`src/shp_pkg.sv`:
```
// constants of the sram style host port; its pin synchroniser uses none of them
// assumes one 250 MHz clock mclk and an active-low async reset rst_b
// Notes on behaviour
// RULE_01: 16-bit host halves pair into 32-bit words
// RULE_02: 7-bit halfword address selects register or queue
// RULE_03: only low read strobe means read
// RULE_04: write data captured only on low write strobe
// RULE_05: strobes act only while select is low
// RULE_06: select plus write strobe leaves low power
// RULE_07: queue select forces queue access, ignores upper address
// RULE_08: byte order selectable big or little endian
// RULE_09: interrupt polarity, sources, open-drain programmable
// RULE_10: programmable gap before interrupt reasserts
// RULE_11: speed strap latched at reset release
// RULE_12: crossover strap high enables auto crossover
// RULE_13: reversed cable swaps pair directions
// RULE_14: drive data only during select and read
// RULE_15: host reads once before writes take effect
package shp_pkg;
  localparam int ADDR_W = 7;
  localparam int DATA_W = 16;
  localparam int WORD_W = 32;
  localparam int SRC_W = 8;
  localparam int NREG = 16;
  // halfword address of first queue port; registers sit above QUEUE_LAST
  localparam logic [6:0] QUEUE_BASE = 7'h00;
  localparam logic [6:0] QUEUE_LAST = 7'h0f;
  // within queue window: bit 2 set selects transmit, clear selects receive
  localparam int QUEUE_TX_BIT = 2;
  localparam int REG_BASE_IDX = 16;
  localparam logic [31:0] REG_RESET = 32'h0000_0000;
  localparam logic [15:0] GAP_RESET = 16'h0000;
  localparam int SYNC_STAGES = 2;
  // strap settings
  localparam logic SPEED_100 = 1'b1;
  localparam logic DUPLEX_HALF = 1'b0;
endpackage : shp_pkg

```
`src/shp_host_port.sv`:
```
// sram style host port: pins, halfword pairing, queues, irq, straps
// assumes host strobes are asynchronous and held several mclk cycles
`timescale 1ns/1ns
`default_nettype none
module shp_host_port (
  // clock and reset
  input wire logic mclk,
  input wire logic rst_b,
  // host bus pins
  input wire logic [6:0] hostAddr,
  input wire logic [15:0] hostDataIn,
  output logic [15:0] hostDataOut,
  output logic hostDataOe,
  input wire logic host_select_n,
  input wire logic host_read_strobe_n,
  input wire logic host_write_strobe_n,
  input wire logic queueSelect,
  // configuration
  input wire logic bigEndian,
  input wire logic irqActiveHigh,
  input wire logic irqOpenDrain,
  input wire logic [7:0] irqEnable,
  input wire logic [15:0] irqGapCycles,
  input wire logic [7:0] irqSources,
  input wire logic lowPowerReq,
  // transmit queue word out
  output logic txWordValid,
  output logic [31:0] txWord,
  // receive queue word in
  input wire logic [31:0] rxWord,
  output logic rxWordTaken,
  // interrupt pin
  output logic irqOut,
  output logic irqOe,
  // straps, link and power state
  input wire logic speedStrap,
  input wire logic crossover_auto_strap,
  input wire logic reverseDetected,
  input wire logic reverseManual,
  output logic linkSpeed100,
  output logic linkDuplexFull,
  output logic linkAutoNeg,
  output logic crossoverAuto,
  output logic pairSwap,
  output logic lowPower,
  output logic writesArmed
);
  localparam int NS = 7 + 16 + 4 + 2;
  logic [NS-1:0] syncIn;
  logic [NS-1:0] syncOut;
  logic [6:0] sAddr;
  logic [15:0] sData;
  logic sSel, sRdOn, sWrOn, sQsel, sSpeed, sXover;
  logic rdAct, wrAct, wrPrev_q, rdPrev_q;
  logic wrStart, rdStart, rdEnd, isQueue, isTx;
  logic [3:0] regIdx;
  logic [31:0] regs_q [shp_pkg::NREG];
  logic [15:0] lowHalf_q;
  logic [31:0] rxHold_q;
  logic strapsTaken_q;
  logic [1:0] strapWait_q;
  logic [15:0] gapCnt_q;
  logic irqLevel_q;
  logic irqPend;

  // select and strobes inverted so a cleared synchroniser reads as idle
  assign syncIn = {hostAddr, hostDataIn, ~host_select_n,
                   ~host_read_strobe_n, ~host_write_strobe_n, queueSelect,
                   speedStrap, crossover_auto_strap};
  shp_sync #(.W(NS)) uSync (
    .mclk(mclk),
    .rst_b(rst_b),
    .async(syncIn),
    .synced(syncOut)
  );
  assign {sAddr, sData, sSel, sRdOn, sWrOn, sQsel, sSpeed, sXover} = syncOut;

  // byte order swap within a halfword
  function automatic logic [15:0] order(input logic [15:0] v,
                                        input logic big);
    order = big ? {v[7:0], v[15:8]} : v;
  endfunction : order

  assign rdAct = sSel && sRdOn; // RULE_03 RULE_05
  assign wrAct = sSel && sWrOn; // RULE_04 RULE_05
  assign wrStart = wrAct && !wrPrev_q;
  assign rdStart = rdAct && !rdPrev_q;
  assign rdEnd = !rdAct && rdPrev_q;
  // queue select overrides the upper address bits
  assign isQueue = sQsel || (sAddr <= shp_pkg::QUEUE_LAST); // RULE_07 RULE_02
  // under queue select the tx bit is an ignored upper bit: direction decides
  assign isTx = !sQsel && sAddr[shp_pkg::QUEUE_TX_BIT]; // RULE_07
  assign regIdx = sAddr[4:1];

  always_ff @(posedge mclk or negedge rst_b) begin
    if (!rst_b) begin
      wrPrev_q <= 1'b0;
      rdPrev_q <= 1'b0;
    end else begin
      wrPrev_q <= wrAct;
      rdPrev_q <= rdAct;
    end
  end

  // power state: host write wakes, read arms writes
  always_ff @(posedge mclk or negedge rst_b) begin
    if (!rst_b) begin
      lowPower <= 1'b0;
      writesArmed <= 1'b0;
    end else begin
      if (wrStart) begin
        lowPower <= 1'b0; // RULE_06
      end else if (lowPowerReq && !lowPower) begin
        lowPower <= 1'b1;
      end
      if (lowPowerReq && !lowPower) begin
        writesArmed <= 1'b0; // RULE_15
      end else if (rdStart && !lowPower) begin
        writesArmed <= 1'b1; // RULE_15
      end
    end
  end

  // writes: pair halves into words, A[0]=1 is the upper half
  always_ff @(posedge mclk or negedge rst_b) begin
    if (!rst_b) begin
      lowHalf_q <= 16'h0000;
      txWordValid <= 1'b0;
      txWord <= 32'h0000_0000;
      for (int i = 0; i < shp_pkg::NREG; i++) begin
        regs_q[i] <= shp_pkg::REG_RESET;
      end
    end else begin
      txWordValid <= 1'b0;
      if (wrStart && writesArmed && !lowPower) begin
        if (!sAddr[0]) begin
          lowHalf_q <= order(sData, bigEndian); // RULE_08 RULE_01
        end else if (isQueue && (isTx || sQsel)) begin // RULE_07
          txWord <= {order(sData, bigEndian), lowHalf_q}; // RULE_01
          txWordValid <= 1'b1;
        end else if (!isQueue) begin
          regs_q[regIdx] <= {order(sData, bigEndian), lowHalf_q}; // RULE_02
        end
      end
    end
  end

  // reads: low half fetches the word, upper half returns held half
  always_ff @(posedge mclk or negedge rst_b) begin
    if (!rst_b) begin
      rxHold_q <= 32'h0000_0000;
      rxWordTaken <= 1'b0;
      hostDataOut <= 16'h0000;
      hostDataOe <= 1'b0;
    end else begin
      rxWordTaken <= 1'b0;
      hostDataOe <= rdAct; // RULE_14
      if (rdStart) begin
        if (!sAddr[0]) begin
          if (isQueue) begin
            rxHold_q <= rxWord;
            hostDataOut <= order(rxWord[15:0], bigEndian); // RULE_01
          end else begin
            rxHold_q <= regs_q[regIdx];
            hostDataOut <= order(regs_q[regIdx][15:0], bigEndian);
          end
        end else begin
          hostDataOut <= order(rxHold_q[31:16], bigEndian); // RULE_08
        end
      end
      if (rdEnd && isQueue && !isTx && sAddr[0]) begin
        rxWordTaken <= 1'b1; // RULE_01
      end
    end
  end

  // interrupt with deassertion gap
  assign irqPend = |(irqSources & irqEnable); // RULE_09
  always_ff @(posedge mclk or negedge rst_b) begin
    if (!rst_b) begin
      irqLevel_q <= 1'b0;
      gapCnt_q <= shp_pkg::GAP_RESET;
    end else begin
      if (irqLevel_q && !irqPend) begin
        irqLevel_q <= 1'b0;
        gapCnt_q <= irqGapCycles; // RULE_10
      end else if (gapCnt_q != 16'h0000) begin
        gapCnt_q <= gapCnt_q - 16'h0001; // RULE_10
      end else if (irqPend) begin
        irqLevel_q <= 1'b1;
      end
    end
  end
  always_ff @(posedge mclk or negedge rst_b) begin
    if (!rst_b) begin
      irqOut <= 1'b0;
      irqOe <= 1'b0;
    end else begin
      // open drain drives only while the pin level is low
      irqOut <= irqLevel_q ~^ irqActiveHigh; // RULE_09
      irqOe <= irqOpenDrain ? !(irqLevel_q ~^ irqActiveHigh) : 1'b1; // RULE_09
    end
  end

  // straps captured once, after the synchroniser has refilled
  always_ff @(posedge mclk or negedge rst_b) begin
    if (!rst_b) begin
      strapsTaken_q <= 1'b0;
      strapWait_q <= 2'h0;
      linkSpeed100 <= 1'b0;
      linkDuplexFull <= 1'b0;
      linkAutoNeg <= 1'b0;
      crossoverAuto <= 1'b0;
    end else if (!strapsTaken_q) begin
      if (strapWait_q != 2'(shp_pkg::SYNC_STAGES)) begin
        strapWait_q <= strapWait_q + 2'h1;
      end else begin
        strapsTaken_q <= 1'b1;
        linkSpeed100 <= sSpeed; // RULE_11
        linkDuplexFull <= shp_pkg::DUPLEX_HALF; // RULE_11
        linkAutoNeg <= (sSpeed == shp_pkg::SPEED_100); // RULE_11
        crossoverAuto <= sXover; // RULE_12
      end
    end
  end

  always_ff @(posedge mclk or negedge rst_b) begin
    if (!rst_b) begin
      pairSwap <= 1'b0;
    end else begin
      pairSwap <= (crossoverAuto && reverseDetected) || reverseManual; // RULE_13
    end
  end

  a_drive_only_read: assert property (@(posedge mclk) disable iff (!rst_b)
    hostDataOe |-> $past(rdAct)) else $error("data driven outside read"); // RULE_14
  a_write_wakes: assert property (@(posedge mclk) disable iff (!rst_b)
    wrStart |=> !lowPower) else $error("write did not wake"); // RULE_06
  a_read_needs_sel: assert property (@(posedge mclk) disable iff (!rst_b)
    (!sSel && hostDataOe) |-> $past(sSel)) else $error("read without select"); // RULE_05
  a_strap_held: assert property (@(posedge mclk) disable iff (!rst_b)
    strapsTaken_q |=> $stable(linkSpeed100)) else $error("speed changed"); // RULE_11
  a_autoneg_tied: assert property (@(posedge mclk) disable iff (!rst_b)
    strapsTaken_q |-> linkAutoNeg == linkSpeed100) else $error("autoneg bad"); // RULE_11
  a_gap_blocks: assert property (@(posedge mclk) disable iff (!rst_b)
    (gapCnt_q != 16'h0000) |=> !$rose(irqLevel_q)) else $error("gap broken"); // RULE_10
  a_tx_pairs: assert property (@(posedge mclk) disable iff (!rst_b)
    txWordValid |-> $past(sAddr[0])) else $error("tx on low half"); // RULE_01
  a_swap_cause: assert property (@(posedge mclk) disable iff (!rst_b)
    pairSwap |-> $past(reverseManual || reverseDetected)) else $error("swap"); // RULE_13
  a_unarmed_write: assert property (@(posedge mclk) disable iff (!rst_b)
    txWordValid |-> $past(writesArmed)) else $error("write before read"); // RULE_15
endmodule : shp_host_port
`default_nettype wire

```
`src/shp_sync.sv`:
```
// two flip-flop synchroniser for a bus of pin levels
// assumes inputs are asynchronous to mclk
`timescale 1ns/1ns
`default_nettype none
module shp_sync #(
  parameter int W = 1
) (
  // clock and reset
  input wire logic mclk,
  input wire logic rst_b,
  // levels
  input wire logic [W-1:0] async,
  output logic [W-1:0] synced
);
  logic [W-1:0] meta_q;

  always_ff @(posedge mclk or negedge rst_b) begin
    if (!rst_b) begin
      meta_q <= '0;
      synced <= '0;
    end else begin
      meta_q <= async;
      synced <= meta_q;
    end
  end
endmodule : shp_sync
`default_nettype wire

```
`config.mk`:
```
export PLATFORM = sky130hd
export DESIGN_NAME = shp_host_port
export DESIGN_NICKNAME = d
export VERILOG_FILES = /design/src/shp_pkg.sv /design/src/shp_host_port.sv /design/src/shp_sync.sv
export SDC_FILE = /design/constraint.sdc
export NUM_CORES = 1
export LEC_CHECK = 0
export ABC_AREA = 1
export BUFFER_PORTS_ARGS = -buffer_cell sky130_fd_sc_hd__buf_2
export CAP_MARGIN = 30
export CORE_MARGIN = 3
export CORE_UTILIZATION = 50
export DETAILED_ROUTE_END_ITERATION = 7
export PLACE_DENSITY = 0.67
export SLEW_MARGIN = 20
export SYNTH_ARGS = -nofsm -noshare
export SYNTH_HDL_FRONTEND = slang
export SYNTH_HIERARCHICAL = 1
export SYNTH_SLANG_ARGS = --single-unit
```
`constraint.sdc`:
```
create_clock -name mclk -period 2.4 [get_ports mclk]
set_input_delay 0.24 -clock mclk [delete_from_list [all_inputs] [get_ports mclk]]
set_output_delay 0.24 -clock mclk [all_outputs]
set_load 0.02 [all_outputs]
```
==> metrics.cfg <==
[outcome]
status=finished, final reports clean

[placed_design]
globalplace.congestion=0.839
io_buffers=159
postPlaceCellArea_um2=31900
dpl.hpwl_um=55700

[timing]
finalHoldViolations=0
worstMarginPinSlew_ps=941
fin_worst_skew_ps=19.0
slew_headroom_pct=37.3
rsz0062_at_grt=yes
slew_violations=0
fin_crit_ps=2280
setup_viol=0
setup_tns_ps=0
timing.final.crit_share_pct=95.1
max_freq_mhz=438
holdWs_ps=33.9

[yosys]
ys_seq_area_share_pct=57.5
synth-edff-count=0
syn_avg_cell_area_um2=8.46
netlist.area_leader.share_pct=57.5
synthTopCellsByArea=dfrtp_1 58%, nand2_1 19%, o21ai_0 10%
ys_ff_latch=681
netlist_instances=3503
synth_cell_types=43
yosys_most_used_dff=dfrtp_1
synth_top_area_cell=dfrtp_1
synth.net_count=3606
ys_warn_count=6
synth.most_common_cell=nand2_1
synthArstFlopShare_pct=100
synth_area_um2=29600
synth.top_cells.by_count=1481 x nand2_1, 681 x dfrtp_1, 601 x o21ai_0, 137 x clkbuf_1, 128 x a22oi_1

[cts]
cts-buffers-inserted=74
cts_buffer_depth=3
path_clk_slew_ps=60
root_buffer=clkbuf_16
cts_tree=done
post-cts-setup-buffer-count=0
clkLatencyLatePin_ps=610
htree_num_levels=3
cts_sinks=681

[cells_and_area]
fin_area_um2=34900
final_util_pct=60.0
nets=3772
drive_gt1_share_pct=11.5
fillers=5173
synthToLayoutAreaGrowth_pct=17.7

[floorplanning]
die_width_um=249
initial_utilization_pct=51.0
dieHeight_um=249
rows=88
die_area_um2=62200
ioPinCount=161
coreArea_um2=58100

[setup_path]
cp-startpoint=uSync/synced[24]
critPathLaunchType=flop
regToRegStartpoint=uSync/synced[24]
end_kind=flop
worstSetupPathType=reg2reg
arrival_ps=2810
critical_path.max_fanout=32
required_ps=2930

[route]
route.detailed.drc=0
vias=25031
detail-route-antenna-nets=0
drtPass1Iterations=5
wirelength_um=89300
vias_per_cell=5.58
wl_per_cell_um=19.9
drt_iter0_drc=2586

[pwr]
p_total_uw=27200
p_per_area_nw_per_um2=780
power.leakage_uw=0.0173
ir_drop_uv=687

[grt]
grt_pass1_vias=23926
grt_max_degree=95
overflow=0
grt_first_pass_wirelength_um=140000
antenna_found_initial=3
grt_use_total_pct=28.7

[worst_hold_path]
hold_class=in2reg
min_from=rxWord[18]

[job]
cap_violations=0

-- registers in the layout, summed over array words and instances (netlist names), 2 cells and up --
signal / flops
regs_q: 512
txWord: 32
rxHold_q: 16
hostDataOut: 16
uSync/synced: 29
strapWait_q: 2
gapCnt_q: 16
lowHalf_q: 16
uSync/meta_q: 29
-- layer usage --
metal	part of all wire, %	routed length (µm)	vias to the layer above	global-route usage, %
met2	44	39700	1057	44.1
li1	-	-	11747	-
met4	2.6	2360	0	8.19
met1	44	39000	12056	41.5
met5	0	0	-	0
met3	9.3	8280	171	6.08
-- kinds of logic after synthesis --
family / share of synthesized area [%]
muxes: 0.0760
buffers and inverters: 4.79
adders and majority gates: 0.0845
and+or+nand+nor: 21.8
AOI/OAI and AO/OA: 15.5
DFF: 57.5
xor gates and xnor gates: 0.237
other: 0.0127
-- final timing paths --
path	end	slack (ps)	depth (start not counted)
max	rxHold_q[21]	120	10
min reg2reg	uSync/synced[14]	330	0
max reg2reg	rxHold_q[21]	120	10
min	rxHold_q[18]	30	3
max in group asynchronous	regs_q[122]	1270	3
min in group asynchronous	uSync/synced[1]	180	2
-- repair_timing --
action                                  CTS  global route
resized for setup                         0             3
endpoints found under the setup margin    0             4
hold buffers                             61             0
endpoints found under the hold margin   111             0
-- worst max-delay path: stages (launching register included) --
cell	delay, ps
dfrtp_2	520
inv_2	120
nor2_4	290
buf_12	270
buf_6	280
a22oi_1	100
nand2_1	80
nand2_1	50
nand4_1	240
nor2_1	80
o21ai_1	140
-- cells in the final DEF (no fill, tap or decap), types with 14 or more instances in the layout --
| cell type | instances |
|---|---|
| o21ai_0 | 601 |
| inv_1 | 72 |
| nand2_1 | 1479 |
| a22oi_1 | 128 |
| buf_2 | 158 |
| nor2_1 | 59 |
| buf_4 | 65 |
| buf_12 | 54 |
| clkbuf_1 | 21 |
| a21oi_1 | 33 |
| nand3_1 | 44 |
| dlygate4sd3_1 | 61 |
| dfrtp_1 | 679 |
| clkbuf_16 | 76 |
| nand4_1 | 14 |
| o21ai_1 | 60 |
-- power by group --
group | switching (µW) | leakage, µW | internal, µW
Clock | 4560 | 0.00115 | 6530
Combinational | 2470 | 0.00836 | 997
Sequential | 456 | 0.00778 | 12200
Total | 7490 | 0.0173 | 19700
-- cell type report --
type                       instances  area [µm²]  share of cell area, %
clock inverter                    16         176                  0.506
inverter                          82         309                  0.887
tap                              765         957                   2.75
sequential                       681       17000                   48.9
antenna                            1        2.50                0.00718
clock buffer                     110        2160                   6.20
multi-input combinational       2489       11200                   32.1
timing repair buffer             341        3010                   8.63
-- through the flow --
stage               worst slack, ps  instances
global placement                151       4297
floorplan                       531       3503
global route                  -4.14       4484
CTS                             102       4484
detailed placement              118       4297
finish                          116       4485
(Power assumes the default switching activity.)
